File: config.mk
export PLATFORM = sky130hd
export DESIGN_NAME = sixteen_bit_timer_counter
export DESIGN_NICKNAME = d
export VERILOG_FILES = /design/src/logic/clock_edge_detect.v /design/src/logic/sixteen_bit_timer_counter.v
export VERILOG_INCLUDE_DIRS = /design/src /design/src/logic
export SDC_FILE = /design/constraint.sdc
export NUM_CORES = 1
export LEC_CHECK = 0
export ABC_AREA = 1
export BUFFER_PORTS_ARGS = -buffer_cell sky130_fd_sc_hd__buf_2
export CAP_MARGIN = 20
export CORE_UTILIZATION = 50
export DETAILED_ROUTE_END_ITERATION = 10
export GPL_TIMING_DRIVEN = 0
export HOLD_SLACK_MARGIN = 0.02
export MAX_ROUTING_LAYER = met4
export PLACE_DENSITY_LB_ADDON = 0.15
export SLEW_MARGIN = 0
export SYNTH_ARGS = -nofsm -noshare
export SYNTH_HDL_FRONTEND = slang
export SYNTH_SLANG_ARGS = --single-unit
File: constraint.sdc
create_clock -name clock -period 5.3 [get_ports clock]
set_input_delay 0.53 -clock clock [delete_from_list [all_inputs] [get_ports clock]]
set_output_delay 0.53 -clock clock [all_outputs]
set_load 0.01 [all_outputs]
File: src/logic/timer_counter_defines.vh
// Constants for the sixteen bit timer/counter block.
// Assumes a 32-bit Avalon-MM slave port with byte addresses.
`ifndef TIMER_COUNTER_DEFINES_VH
`define TIMER_COUNTER_DEFINES_VH

// ----------------------------------------------------------------
// Register byte addresses
// ----------------------------------------------------------------
`define ADDR_COUNT_LOW      5'h00
`define ADDR_COUNT_HIGH     5'h04
`define ADDR_CONTROL        5'h08
`define ADDR_FLAGS          5'h0c
`define ADDR_ENABLES        5'h10
`define ADDR_OTHER_CONTROL  5'h14

// ----------------------------------------------------------------
// Control register fields
// ----------------------------------------------------------------
`define CTL_RUN_BIT         0
`define CTL_SRC_BIT         1
`define CTL_NOSYNC_BIT      2
`define CTL_ASSIGN_LO_BIT   3
`define CTL_PS_LO_BIT       4
`define CTL_PS_HI_BIT       5
`define CTL_ASSIGN_HI_BIT   6
`define CTL_WIDE_BIT        7
`define CTL_RESET           8'h00

// ----------------------------------------------------------------
// Flag, enable and oscillator fields
// ----------------------------------------------------------------
`define OVF_FLAG_BIT        1
`define OVF_ENABLE_BIT      1
`define OSC_ENABLE_BIT      3

// ----------------------------------------------------------------
// Codes and values
// ----------------------------------------------------------------
`define SPECIAL_EVENT_CODE  4'hb
`define COUNT_ALL_ONES      16'hffff
`define COUNT_ZERO          16'h0000
`define PS_DIV1             2'h0
`define PS_DIV2             2'h1
`define PS_DIV4             2'h2
`define PS_LIMIT_DIV1       3'h0
`define PS_LIMIT_DIV2       3'h1
`define PS_LIMIT_DIV4       3'h3
`define PS_LIMIT_DIV8       3'h7
`define INSTR_DIV_DEFAULT   4

`endif

File: src/logic/clock_edge_detect.v
// Edge detector for the external count input.
// Assumes the raw input is already synchronous to clock.
`timescale 1ns/1ps
`default_nettype none

module clock_edge_detect (
    input  wire clock,
    input  wire rstN,
    input  wire rawIn,
    input  wire bypassSync,
    input  wire enable,
    output wire risePulse
);

    reg  syncA_r;
    reg  syncB_r;
    reg  prev_r;
    reg  armed_r;
    wire level;

    // ------------------------------------------------------------
    // Input path
    // ------------------------------------------------------------
    assign level = bypassSync ? rawIn : syncB_r;

    always @(posedge clock or negedge rstN)
    begin
        if (!rstN)
        begin
            syncA_r <= 1'b0;
            syncB_r <= 1'b0;
            prev_r  <= 1'b0;
            armed_r <= 1'b0;
        end
        else
        begin
            syncA_r <= rawIn;
            syncB_r <= syncA_r;
            prev_r  <= level;
            // First rise only counts after a fall was seen
            if (!enable)
                armed_r <= 1'b0;
            else if (prev_r && !level)
                armed_r <= 1'b1;
        end
    end

    assign risePulse = enable & armed_r & ~prev_r & level;

endmodule // clock_edge_detect

`default_nettype wire

File: src/logic/sixteen_bit_timer_counter.v
// Sixteen bit up timer/counter with buffered wide access.
// Assumes an Avalon-MM master and pins synchronous to clock.
//
// Decided for this implementation: register access over Avalon-MM and the address map.
`timescale 1ns/1ps
`default_nettype none
`include "timer_counter_defines.vh"

module sixteen_bit_timer_counter #(
    parameter INSTR_DIV = `INSTR_DIV_DEFAULT
) (
    input  wire        clock,
    input  wire        nrst,
    input  wire [4:0]  address,
    input  wire        read,
    input  wire        write,
    input  wire [3:0]  byteenable,
    input  wire [31:0] writedata,
    output reg  [31:0] readdata,
    output reg         waitrequest,
    input  wire [1:0]  portCPinLevel,
    input  wire [1:0]  portCDirection,
    input  wire [1:0]  portCOutData,
    output reg  [1:0]  portCPinOut,
    output reg  [1:0]  portCPinOe,
    output reg  [1:0]  portCReadData,
    input  wire [3:0]  compareOneMode,
    input  wire [3:0]  compareTwoMode,
    input  wire        compareOneMatch,
    input  wire [15:0] compareTwoValue,
    input  wire        adcEnable,
    output reg         adcStart,
    output reg         overflowIrq
);

    // ------------------------------------------------------------
    // Reset release
    // ------------------------------------------------------------
    reg rstSyncA_r;
    reg rstSyncB_r;
    wire rstN;

    always @(posedge clock or negedge nrst)
    begin
        if (!nrst)
        begin
            rstSyncA_r <= 1'b0;
            rstSyncB_r <= 1'b0;
        end
        else
        begin
            rstSyncA_r <= 1'b1;
            rstSyncB_r <= rstSyncA_r;
        end
    end

    assign rstN = rstSyncB_r;

    // ------------------------------------------------------------
    // State
    // ------------------------------------------------------------
    reg  [15:0] count_r;
    reg  [7:0]  highBuf_r;
    reg  [7:0]  control_r;
    reg         overflowFlag_r;
    reg         overflowEnable_r;
    reg         secOscEnable_r;
    reg  [2:0]  psCount_r;
    reg  [7:0]  instrDiv_r;
    reg  [2:0]  psLimit;
    reg  [31:0] readMux;
    reg  [15:0] count_nxt;
    reg         overflowFlag_nxt;

    wire        runEnable  = control_r[`CTL_RUN_BIT];
    wire        srcSelect  = control_r[`CTL_SRC_BIT];
    wire        noSync     = control_r[`CTL_NOSYNC_BIT];
    wire        wideAccess = control_r[`CTL_WIDE_BIT];
    wire [1:0]  psSelect   = control_r[`CTL_PS_HI_BIT:`CTL_PS_LO_BIT];
    wire        assignHi   = control_r[`CTL_ASSIGN_HI_BIT];
    wire        assignLo   = control_r[`CTL_ASSIGN_LO_BIT];

    // ------------------------------------------------------------
    // Bus handshake
    // ------------------------------------------------------------
    // Edge one captures read data, edge two commits the access
    // Costs a wait state but keeps readdata straight from a flop
    wire req     = read | write;
    wire accept  = req & waitrequest;
    wire commit  = req & ~waitrequest;
    wire wrLane  = commit & write & byteenable[0];
    wire wrLow   = wrLane && (address == `ADDR_COUNT_LOW);
    wire wrHigh  = wrLane && (address == `ADDR_COUNT_HIGH);
    wire wrCtl   = wrLane && (address == `ADDR_CONTROL);
    wire wrFlag  = wrLane && (address == `ADDR_FLAGS);
    wire wrEn    = wrLane && (address == `ADDR_ENABLES);
    wire wrOsc   = wrLane && (address == `ADDR_OTHER_CONTROL);
    wire rdLow   = accept && read && (address == `ADDR_COUNT_LOW);
    wire countWrite = wrLow | (wrHigh & ~wideAccess);

    always @*
    begin
        readMux = 32'h0000_0000;
        if (address == `ADDR_COUNT_LOW)
            readMux[7:0] = count_r[7:0];
        else if (address == `ADDR_COUNT_HIGH)
            readMux[7:0] = wideAccess ? highBuf_r : count_r[15:8];
        else if (address == `ADDR_CONTROL)
            readMux[7:0] = control_r;
        else if (address == `ADDR_FLAGS)
            readMux[`OVF_FLAG_BIT] = overflowFlag_r;
        else if (address == `ADDR_ENABLES)
            readMux[`OVF_ENABLE_BIT] = overflowEnable_r;
        else if (address == `ADDR_OTHER_CONTROL)
            readMux[`OSC_ENABLE_BIT] = secOscEnable_r;
    end

    always @(posedge clock or negedge rstN)
    begin
        if (!rstN)
        begin
            waitrequest <= 1'b1;
            readdata    <= 32'h0000_0000;
        end
        else
        begin
            if (commit)
                waitrequest <= 1'b1;
            else if (req)
                waitrequest <= 1'b0;
            if (accept && read)
                readdata <= readMux;
        end
    end

    // ------------------------------------------------------------
    // Software registers
    // ------------------------------------------------------------
    always @(posedge clock or negedge rstN)
    begin
        if (!rstN)
        begin
            control_r        <= `CTL_RESET;
            overflowEnable_r <= 1'b0;
            secOscEnable_r   <= 1'b0;
            highBuf_r        <= 8'h00;
        end
        else
        begin
            if (wrCtl)
                control_r <= writedata[7:0];
            if (wrEn)
                overflowEnable_r <= writedata[`OVF_ENABLE_BIT];
            if (wrOsc)
                secOscEnable_r <= writedata[`OSC_ENABLE_BIT];
            if (rdLow && wideAccess)
                highBuf_r <= count_r[15:8];
            else if (wrHigh && wideAccess)
                highBuf_r <= writedata[7:0];
        end
    end

    // ------------------------------------------------------------
    // Clock source and prescaler
    // ------------------------------------------------------------
    wire extRaw  = secOscEnable_r ? portCPinLevel[1] : portCPinLevel[0];
    wire extRise;
    wire instrTick = (instrDiv_r == INSTR_DIV - 1);
    wire srcTick   = srcSelect ? extRise : instrTick;
    wire psWrap    = (psCount_r == psLimit);
    wire countTick = runEnable & srcTick & psWrap;

    clock_edge_detect edgeDetect (
        .clock      (clock),
        .rstN       (rstN),
        .rawIn      (extRaw),
        .bypassSync (noSync),
        .enable     (srcSelect),
        .risePulse  (extRise)
    );

    always @*
    begin
        case (psSelect)
            `PS_DIV1: psLimit = `PS_LIMIT_DIV1;
            `PS_DIV2: psLimit = `PS_LIMIT_DIV2;
            `PS_DIV4: psLimit = `PS_LIMIT_DIV4;
            default:  psLimit = `PS_LIMIT_DIV8;
        endcase
    end

    always @(posedge clock or negedge rstN)
    begin
        if (!rstN)
        begin
            instrDiv_r <= 8'h00;
            psCount_r  <= 3'h0;
        end
        else
        begin
            // Free running, so starting the counter never shifts the phase
            if (instrTick)
                instrDiv_r <= 8'h00;
            else
                instrDiv_r <= instrDiv_r + 8'h01;
            if (wrLow)
                psCount_r <= 3'h0;
            else if (runEnable && srcTick)
                psCount_r <= psWrap ? 3'h0 : psCount_r + 3'h1;
        end
    end

    // ------------------------------------------------------------
    // Special event trigger
    // ------------------------------------------------------------
    // Unit one uses this counter only when the high assign bit is set
    wire oneUsesUs = assignHi;
    wire twoUsesUs = assignHi | assignLo;
    wire eventOne  = compareOneMatch && oneUsesUs && (compareOneMode == `SPECIAL_EVENT_CODE);
    wire eventTwo  = (count_r == compareTwoValue) && twoUsesUs
                     && (compareTwoMode == `SPECIAL_EVENT_CODE);
    wire specialEvent = eventOne | eventTwo;

    // ------------------------------------------------------------
    // Counter and overflow
    // ------------------------------------------------------------
    wire wrapNow = countTick && !countWrite && !specialEvent && (count_r == `COUNT_ALL_ONES);

    always @*
    begin
        count_nxt = count_r;
        // Software write beats the event reset
        if (wrLow)
            count_nxt = {(wideAccess ? highBuf_r : count_r[15:8]), writedata[7:0]};
        else if (wrHigh && !wideAccess)
            count_nxt[15:8] = writedata[7:0];
        else if (specialEvent)
            count_nxt = `COUNT_ZERO;
        else if (countTick)
            count_nxt = count_r + 16'h0001;
    end

    always @*
    begin
        overflowFlag_nxt = overflowFlag_r;
        // Hardware set wins over a software clear
        if (wrapNow)
            overflowFlag_nxt = 1'b1;
        else if (wrFlag)
            overflowFlag_nxt = writedata[`OVF_FLAG_BIT];
    end

    always @(posedge clock or negedge rstN)
    begin
        if (!rstN)
            count_r <= `COUNT_ZERO;
        else
            count_r <= count_nxt;
    end

    always @(posedge clock or negedge rstN)
    begin
        if (!rstN)
        begin
            overflowFlag_r <= 1'b0;
            overflowIrq    <= 1'b0;
            adcStart       <= 1'b0;
        end
        else
        begin
            overflowFlag_r <= overflowFlag_nxt;
            overflowIrq    <= overflowFlag_r & overflowEnable_r;
            adcStart    <= eventTwo & adcEnable;
        end
    end

    // ------------------------------------------------------------
    // Shared port pins
    // ------------------------------------------------------------
    // Direction bits of 1 mean input; the oscillator overrides them
    localparam PIN_COUNT = 2;
    genvar pin;

    generate
        for (pin = 0; pin < PIN_COUNT; pin = pin + 1)
        begin : pinSlice
            always @(posedge clock or negedge rstN)
            begin
                if (!rstN)
                begin
                    portCPinOut[pin]   <= 1'b0;
                    portCPinOe[pin]    <= 1'b0;
                    portCReadData[pin] <= 1'b0;
                end
                else
                begin
                    portCPinOut[pin]   <= portCOutData[pin];
                    portCPinOe[pin]    <= ~secOscEnable_r & ~portCDirection[pin];
                    portCReadData[pin] <= ~secOscEnable_r & portCPinLevel[pin];
                end
            end
        end
    endgenerate

endmodule // sixteen_bit_timer_counter

`default_nettype wire

==> reports/qor.yml, run 1 <==
outcome:
  status: "complete, no violations"
finish:
  n_fill_cell: 867
  ff_latch_area_sq_um: 1730
  layout.nets: 842
  layoutNonFillerInstCount: 875
  synthToLayoutAreaGrowth_pct: 16.9
  diodes: 0
  multi_input_area_sq_um: 2310
  drive_gt1_frac: 0.199
placed_design:
  place_congestion: 0.929
  dp.cells: 858
  dp_hpwl_um: 9770
  io_buffers: 66
clock_tree:
  cts.clk_slew.worst_paths_ns: 0.08
  clk_latency_ns: 0.36
  cts_root_buf: "clkbuf_8"
  clockBufferDepth: 2
  cts_setup_buffers: 0
  cts_tree: "yes"
  cts-htree-levels: 3
  numCtsBuffers: 9
  cts.sinks: 69
worst_setup_path:
  worstPathBufferInverterCount: 2
  rr_endpoint: "overflowFlag_r$_DFFE_PN0P_"
  crit_required_ns: 5.59
  critPathMaxStageDelay_ns: 0.41
  cpLargestDelayFamily: "simple AND/OR/NAND/NOR gates"
  path_max_fanout: 6
  criticalPathCategory: "reg2reg"
  rrSetupSlack_ns: 3.44
  cpMostUsedCell: "nand2_1"
  endpoint_kind: "flop"
  worstPathCellList: "clkbuf_2, nand2_1, nor2_1, inv_1, nor4_1, nand4_1, nand2_1"
  worst-r2r-cell-count: 7
  start_kind: "flop"
  cp_slowest_cell: "nor4_1"
  r2r-start: "count_r[7]$_DFFE_PN0P_"
  arrival_ns: 2.15
power:
  peakVddDrop_mv: 0.177
  pwr_density_cell_nw_per_um2: 254
  leakagePower_nw: 2.92
floorplanning:
  die-area_sq_um: 9500
  io_pins: 118
  fp.dieW_um: 97.5
  die_h_um: 97.5
  core_sq_um: 8760
  row_count: 34
  start_util: 0.520
run:
  cap_violations: 0
route:
  wl_um: 12500
  vias: 4494
  ant_nets: 0
  dr.pass1.iters: 5
  drt_iter0_markers: 346
  via_per_inst: 5.14
  post_drt_wl_per_cell_um: 14.3
  route.detailed.drc: 0
timing:
  maxSlewHeadroom: 0.412
  setup_viol: 0
  tns_ns: 0
  post-route-min-period_ns: 1.86
  fmax_ghz: 0.538
  rsz0062_at_grt: "no"
  hold_viol: 0
  finalCritPeriodShare: 0.351
  fin_skew_ns: 0.0108
  worst_pin_slew_ns: 0.882
  report.final.slew_viol_count: 0
hold_path:
  worstHoldStart: "portCOutData[1]"
  hold-path-endpoint: "portCPinOut[1]$_DFF_PN0_"
  holdCritPathClass: "in2reg"
  hold_depth: 1
synth:
  synthesis.area_sq_um: 4560
  synth_ff_type: "dfrtp_1"
  ys_seq_elements: 69
  synth_cells: 661
  yosysWarningCount: 0
  synthArstFlopShare: 1.00
  yosysSeqAreaShare: 0.379
  avgSynthCellArea_sq_um: 6.89
  ys_types: 39
  synth_edf_count: 0
grt:
  grt.total_usage: 0.283
  grt_pass1_vias: 4214
  antenna_found_initial: 0
  grt_pass1_wl_um: 20600
  met3_usage: 0.0446
  overflow: 0
  met1_usage: 0.391
  top_usage_layer: "met2"
  grt_use_met2: 0.429
  grt_start_max_net_pins: 68
[final cells by class]
class	count	area share
timing repair buffer	67	0.0639
tap	108	0.0254
clock buffer	10	0.0258
inverter	94	0.0662
multi-input combinational	483	0.433
buffer	38	0.0479
sequential	69	0.325
clock inverter	6	0.0129
[power by group]
part | internal [W] | switching [W]
combinational | 0.000103 | 0.000156
sequential | 0.000581 | 0.0000518
clock | 0.000234 | 0.000228
total | 0.000918 | 0.000435
[per-stage QoR]
step	worst slack (ns)	hold WS [ns]	total power [W]	area [sq um]	utilization
CTS	3.45	0.272	0.00136	5330	0.608
global placement	2.37	0.314	0.000889	5110	0.583
global route	3.28	0.263	0.00143	5330	0.608
detailed placement	3.18	0.316	0.000900	5110	0.583
floorplan	3.24	0.234	0.000811	4640	-
finish	3.44	0.275	0.00135	5330	0.608
[sequential cells by signal (all words and copies together) (netlist names), 2 cells and up]
| name | flops |
|---|---|
| portCPinOe | 2 |
| portCReadData | 2 |
| count_r | 16 |
| psCount_r | 3 |
| portCPinOut | 2 |
| readdata | 8 |
| control_r | 8 |
| highBuf_r | 8 |
| instrDiv_r | 8 |
[cells in the final DEF (no fill, tap or decap), types with 6 or more instances in the layout]
cell type,n
nor2_1,62
xor2_1,9
o21bai_1,6
inv_2,13
buf_2,71
dfrtp_1,67
nor3_1,10
nand2_1,216
inv_1,81
o21ai_0,52
nand3_1,30
conb_1,25
buf_4,26
a21oi_1,10
clkbuf_8,10
nand4_1,14
[synthesized netlist by cell type, types with 2 or more instances]
master | n | area share
inv_1 | 81 | 0.067
nand3_2 | 5 | 0.011
clkbuf_1 | 5 | 0.0041
inv_2 | 13 | 0.011
o211ai_1 | 4 | 0.0066
o21ai_0 | 52 | 0.057
nor3_1 | 10 | 0.011
conb_1 | 2 | 0.0016
nand3_1 | 30 | 0.033
o21bai_1 | 6 | 0.0099
a21oi_1 | 10 | 0.011
nor2_2 | 4 | 0.0055
or2_2 | 2 | 0.0027
nand2_1 | 216 | 0.18
o22ai_1 | 3 | 0.0041
dfrtp_1 | 68 | 0.37
nand4_1 | 14 | 0.019
nor2_4 | 3 | 0.0074
buf_2 | 5 | 0.0055
xor2_1 | 9 | 0.017
xnor2_1 | 5 | 0.0096
ha_1 | 3 | 0.0082
nor2_1 | 62 | 0.051
buf_4 | 26 | 0.043
o2111ai_1 | 3 | 0.0058
nor3b_1 | 4 | 0.0066
nand2_4 | 4 | 0.0099
[cells by family (layout without fill, tap and decap cells)]
kind of cell | count (synthesis) | in the layout | synth area share
AOI/OAI and AO/OA | 81 | 81 | 0.0992
xor gates and xnor gates | 14 | 14 | 0.0269
adders and majority gates | 3 | 3 | 0.00824
buffers and inverters | 132 | 215 | 0.133
DFF | 69 | 69 | 0.379
other | 2 | 25 | 0.00165
and+or+nand+nor | 360 | 360 | 0.351
[per-layer routing]
layer	part of all wire	wire length, um	vias to the layer above
met5	0	0	-
met4	0.021	263	0
met3	0.076	953	26
met2	0.45	5600	187
met1	0.45	5660	2049
li1	-	-	2232
[timing repair]
item                                   CTS  global route
endpoints found under the hold margin    2             0
setup endpoints to repair                0             0
gates resized for setup                  0             0
hold buffers                             1             0
[how the worst max path moves through the flow]
stage | start | endpoint | slack, ns | cells after the start
after detailed placement | address[1] | count_r[9]$_DFFE_PN0P_ | 3.18 | 10
after CTS | waitrequest$_DFFE_PN1P_ | count_r[9]$_DFFE_PN0P_ | 3.45 | 9
final | count_r[7]$_DFFE_PN0P_ | overflowFlag_r$_DFFE_PN0P_ | 3.44 | 7
after global placement | rstN$_DFF_PN0_ | count_r[3]$_DFFE_PN0P_ | 2.37 | 0
after floorplan | rstN$_DFF_PN0_ | adcStart$_DFF_PN0_ | 3.24 | 0
after global routing | count_r[10]$_DFFE_PN0P_ | count_r[2]$_DFFE_PN0P_ | 3.28 | 11
Power figures use the tool's default switching activity.
==> run 2, diff against run 1 <==
clock period = 1.9 ns   (was 5.3 ns; I/O delays follow)
==> run 2 against run 1 <==
  * Critical path depth is 2 higher
  * Combinational power grew to 2.8 times the previous value
  * Sequential power rose to 2.8 times the previous value
  * Global-route usage grew 0.86 points
  * Critical endpoint is now count_r[9]$_DFFE_PN0P_
==> reports/qor.yml, run 2 (synthesized netlist as in run 1, its figures left out) <==
outcome:
  status: "complete, no violations"
timing:
  maxSlewHeadroom: 0.413
  hold_viol: 0
  setup_viol: 0
  post-route-min-period_ns: 1.83
  fin_skew_ns: 0.00930
  worst_pin_slew_ns: 0.881
  fmax_ghz: 0.546
  report.final.slew_viol_count: 0
  finalCritPeriodShare: 0.964
clock_tree:
  cts_tree: "yes"
  cts_root_buf: "clkbuf_8"
  cts-htree-levels: 3
  clk_latency_ns: 0.35
  cts.clk_slew.worst_paths_ns: 0.08
  clockBufferDepth: 2
  cts_setup_buffers: 0
  numCtsBuffers: 9
  cts.sinks: 69
grt:
  antenna_found_initial: 0
  grt_start_max_net_pins: 68
  overflow: 0
  grt.total_usage: 0.292
  grt_pass1_vias: 4475
  grt_pass1_wl_um: 21200
worst_setup_path:
  arrival_ns: 2.12
  criticalPathCategory: "reg2reg"
  endpoint_kind: "flop"
  path_max_fanout: 10
  start_kind: "flop"
  crit_required_ns: 2.19
finish:
  n_fill_cell: 845
  final_cell_mix: "nand2_1, inv_1, buf_2"
  layout.nets: 846
  diodes: 0
  drive_gt1_frac: 0.217
  largest_reg_flops: 16
  ff_latch_area_sq_um: 1740
  multi_input_area_sq_um: 2340
  synthToLayoutAreaGrowth_pct: 18.6
  layout_commonest_cell: "nand2_1"
  fin_util: 0.617
  top_register: "count_r"
route:
  via_per_inst: 5.18
  drt_iter0_markers: 293
  dr.pass1.iters: 5
  post_drt_wl_per_cell_um: 14.6
  route.detailed.drc: 0
  ant_nets: 0
  vias: 4557
  wl_um: 12900
floorplanning:
  die_h_um: 97.5
  fp.dieW_um: 97.5
  row_count: 34
  io_pins: 118
  core_sq_um: 8760
  die-area_sq_um: 9500
  start_util: 0.520
hold_path:
  holdCritPathClass: "in2reg"
power:
  p_total_w: 0.00373
  pwr_density_cell_nw_per_um2: 691
  peakVddDrop_mv: 0.441
  leakagePower_nw: 2.92
run:
  cap_violations: 0
placed_design:
  place_congestion: 0.953
  dp_hpwl_um: 9870
  io_buffers: 66
run 2: metrics by stage:
step                      hold slack (ns)  instance area [sq um]   TNS (ns)  setup slack (ns)  std cells
final                              0.0488                   5400          0            0.0693        879
after global routing               0.0680                   5400  -0.000626         -0.000626        879
after CTS                          0.0428                   5350          0            0.0592        879
after detailed placement          -0.0233                   5110          0            0.0863        858
after global placement            -0.0254                   5110          0             0.122        858
after floorplan                    -0.106                   4640          0             0.374        684
run 2: routing by layer:
| metal | track usage | share of wire | up-vias |
|---|---|---|---|
| met1 | 0.387 | 0.45 | 2093 |
| met3 | 0.0360 | 0.061 | 29 |
| li1 | - | - | 2244 |
| met5 | - | 0 | - |
| met2 | 0.459 | 0.46 | 191 |
| met4 | 0.110 | 0.027 | 0 |
run 2: worst paths after layout:
path                                                    from                           end  slack (ns)  cells after the start
worst max-delay path                 waitrequest$_DFFE_PN1P_        count_r[9]$_DFFE_PN0P_        0.07                      9
worst min-delay path                               adcEnable            adcStart$_DFF_PN0_        0.05                      3
worst max register to register       waitrequest$_DFFE_PN1P_        count_r[9]$_DFFE_PN0P_        0.07                      9
worst min register to register  edgeDetect.syncA_r$_DFF_PN0_  edgeDetect.syncB_r$_DFF_PN0_        0.35                      0
max in group asynchronous                     rstN$_DFF_PN0_        count_r[1]$_DFFE_PN0P_        0.81                      0
min in group asynchronous                               nrst                rstN$_DFF_PN0_        0.14                      2
run 2: layout make-up:
cell class	count	share of cell area
buffer	38	0.0484
inverter	94	0.0658
timing repair buffer	71	0.0704
clock inverter	5	0.0111
tap	108	0.0250
clock buffer	11	0.0243
sequential	69	0.322
multi-input combinational	483	0.433
run 2: timing repair:
action                                  CTS  global route
hold buffers                              5             0
hold endpoints to repair                  6             0
resized for setup                         0            23
endpoints found under the setup margin    0            17
run 2: where the power goes:
part | switching [W] | internal (W) | total (W) | leakage (nW)
clock network | 0.000611 | 0.000613 | 0.00122 | 0.0939
logic | 0.000442 | 0.000294 | 0.000737 | 1.92
registers | 0.000150 | 0.00162 | 0.00177 | 0.907
total | 0.00120 | 0.00253 | 0.00373 | 2.92
run 2: worst max-delay path, cell delays in order (launching register included):
cell and delay (ns):
dfstp_2 0.38, inv_2 0.06, nand3_2 0.14, inv_2 0.17, nand4_2 0.18, clkbuf_4 0.25
o21ai_0 0.31, o21bai_1 0.16, nand2_1 0.07, nand2_1 0.05
==> run 3, diff against run 2 <==
CORE_UTILIZATION = 55   (was 50)
CTS_BUF_LIST = sky130_fd_sc_hd__clkbuf_4   (was not set)
==> run 3 against run 2 <==
  * Clock power fell by 18%
  * Combinational power about the same
  * Non-clock buffer count is 6 higher
  * Global-route usage rose by 2.0 points
  * Maximum frequency grew 1.0%
==> reports/qor.yml, run 3 (synthesized netlist as in run 1, its figures left out) <==
clock_tree:
  cts.clk_slew.worst_paths_ns: 0.13
  cts-htree-levels: 3
  cts_root_buf: "clkbuf_4"
  numCtsBuffers: 9
  cts_tree: "yes"
  clk_latency_ns: 0.42
  cts.sinks: 69
  clockBufferDepth: 2
route:
  wl_um: 12100
  ant_nets: 0
  drt_iter0_markers: 324
  route.detailed.drc: 0
  dr.pass1.iters: 5
  post_drt_wl_per_cell_um: 13.7
  via_per_inst: 5.23
  vias: 4597
power:
  leakagePower_nw: 2.94
  peakVddDrop_mv: 0.527
  pwr_density_cell_nw_per_um2: 651
worst_setup_path:
  endpoint_kind: "flop"
  arrival_ns: 2.13
  cp_slowest_cell: "dfrtp_1"
  worstPathCellList: "inv_1, nand2_1, nand2_1, nor2_1, nand2_1, nor2_1, nand3_2, nand2_4, buf_12, o21bai_1, nand2_1, nand2_1"
  criticalPathCategory: "reg2reg"
  start_kind: "flop"
  critPathMaxStageDelay_ns: 0.51
  worstPathBufferInverterCount: 2
  cpMostUsedCell: "nand2_1"
  cpLargestDelayFamily: "simple AND/OR/NAND/NOR gates"
  crit_required_ns: 2.22
  path_max_fanout: 6
grt:
  grt.total_usage: 0.311
  overflow: 0
  grt_start_max_net_pins: 68
  grt_pass1_wl_um: 20400
  antenna_found_initial: 0
  grt_pass1_vias: 4274
floorplanning:
  die-area_sq_um: 8650
  row_count: 32
  core_sq_um: 7890
  io_pins: 118
  die_h_um: 93.0
  start_util: 0.578
  fp.dieW_um: 93.0
run:
  cap_violations: 0
timing:
  fmax_ghz: 0.552
  rsz0062_at_grt: "no"
  fin_skew_ns: 0.0243
  tns_ns: 0
  setup_slack_ns: 0.0880
  maxSlewHeadroom: 0.410
  finalCritPeriodShare: 0.954
  post-route-min-period_ns: 1.81
  report.final.slew_viol_count: 0
  worst_pin_slew_ns: 0.884
  setup_viol: 0
  hold_viol: 0
finish:
  ff_latch_area_sq_um: 1730
  layout.nets: 852
  top_register: "count_r"
  drive_gt1_frac: 0.205
  final_area_sq_um: 5390
  synthToLayoutAreaGrowth_pct: 18.3
  layoutNonFillerInstCount: 879
  multi_input_area_sq_um: 2320
  diodes: 0
  layout_commonest_cell: "nand2_1"
  n_fill_cell: 707
  largest_reg_flops: 16
  final_cell_mix: "nand2_1, inv_1, buf_2"
placed_design:
  placed_area_sq_um: 5100
  dp.cells: 852
  io_buffers: 66
  pre_cts_ws_ns: 0.106
  place_congestion: 1.00
  dp_hpwl_um: 9310
hold_path:
  holdCritPathClass: "in2async"
outcome:
  status: "complete, no violations"
==> run 3: changes by cell type in the layout (fill, tap and decap cells not counted), moves of 4 or more <==
cell / previous run / this run
nor2_1: 57 / 61
dlygate4sd3_1: 5 / 10
clkbuf_8: 9 / 0
nor2_2: 9 / 4
dfrtp_2: 7 / 2
clkbuf_4: 1 / 11
dfrtp_1: 60 / 65
==> run 3: layout make-up <==
cell class	count	area share
Multi-Input combinational cell	483	0.431
Sequential cell	69	0.322
Clock inverter	5	0.0111
Buffer	38	0.0478
Inverter	94	0.0659
Clock buffer	11	0.0153
Tap cell	102	0.0237
Timing Repair Buffer	77	0.0836
==> run 3: timing repair <==
action	CTS	global route
hold buffers	10	0
endpoints found under the setup margin	0	17
endpoints found under the hold margin	11	0
setup buffers	0	1
resized for setup	0	12
==> run 3: power breakdown <==
part / switching [W] / total (W) / internal (W)
combinational: 0.000436 / 0.000738 / 0.000302
sequential: 0.000146 / 0.00177 / 0.00162
clock: 0.000566 / 0.00100 / 0.000436
total: 0.00115 / 0.00351 / 0.00236
==> run 3: worst paths after layout <==
kind,from,endpoint,slack [ns],cells after the start
worst max-delay path,count_r[13]$_DFFE_PN0P_,count_r[12]$_DFFE_PN0P_,0.09,12
worst min-delay path,nrst,rstSyncA_r$_DFF_PN0_,0.08,2
worst max register to register,count_r[13]$_DFFE_PN0P_,count_r[12]$_DFFE_PN0P_,0.09,12
worst min register to register,edgeDetect.syncA_r$_DFF_PN0_,edgeDetect.syncB_r$_DFF_PN0_,0.35,0
max in group asynchronous,rstN$_DFF_PN0_,secOscEnable_r$_DFFE_PN0P_,0.84,0
min in group clock,writedata[7],highBuf_r[7]$_DFFE_PN0P_,0.10,3
==> run 3: metal layers <==
metal | wire length [um] | vias to the layer above | share of wire | global-route usage
met3 | 1000 | 21 | 0.083 | 0.0496
met1 | 5330 | 2128 | 0.44 | 0.432
met4 | 274 | 0 | 0.023 | 0.0872
met2 | 5470 | 195 | 0.45 | 0.476
li1 | - | 2253 | - | -
met5 | 0 | - | 0 | -
==> run 3: stage by stage <==
step	hold WS (ns)	total power, W	utilization
3_5_place_dp	-0.0229	0.00250	0.647
5_1_grt	0.0565	0.00372	0.683
6_report	0.0821	0.00351	0.683
3_3_place_gp	-0.0252	0.00247	0.647
2_1_floorplan	-0.106	0.00226	-
4_1_cts	0.0476	0.00351	0.678
==> run 3: worst reg2reg max path: stages, from the launching register on <==
cell,delay [ns]
dfrtp_1,0.51
inv_1,0.14
nand2_1,0.10
nand2_1,0.05
nor2_1,0.11
nand2_1,0.06
nor2_1,0.11
nand3_2,0.15
nand2_4,0.17
buf_12,0.13
o21bai_1,0.07
nand2_1,0.08
nand2_1,0.05
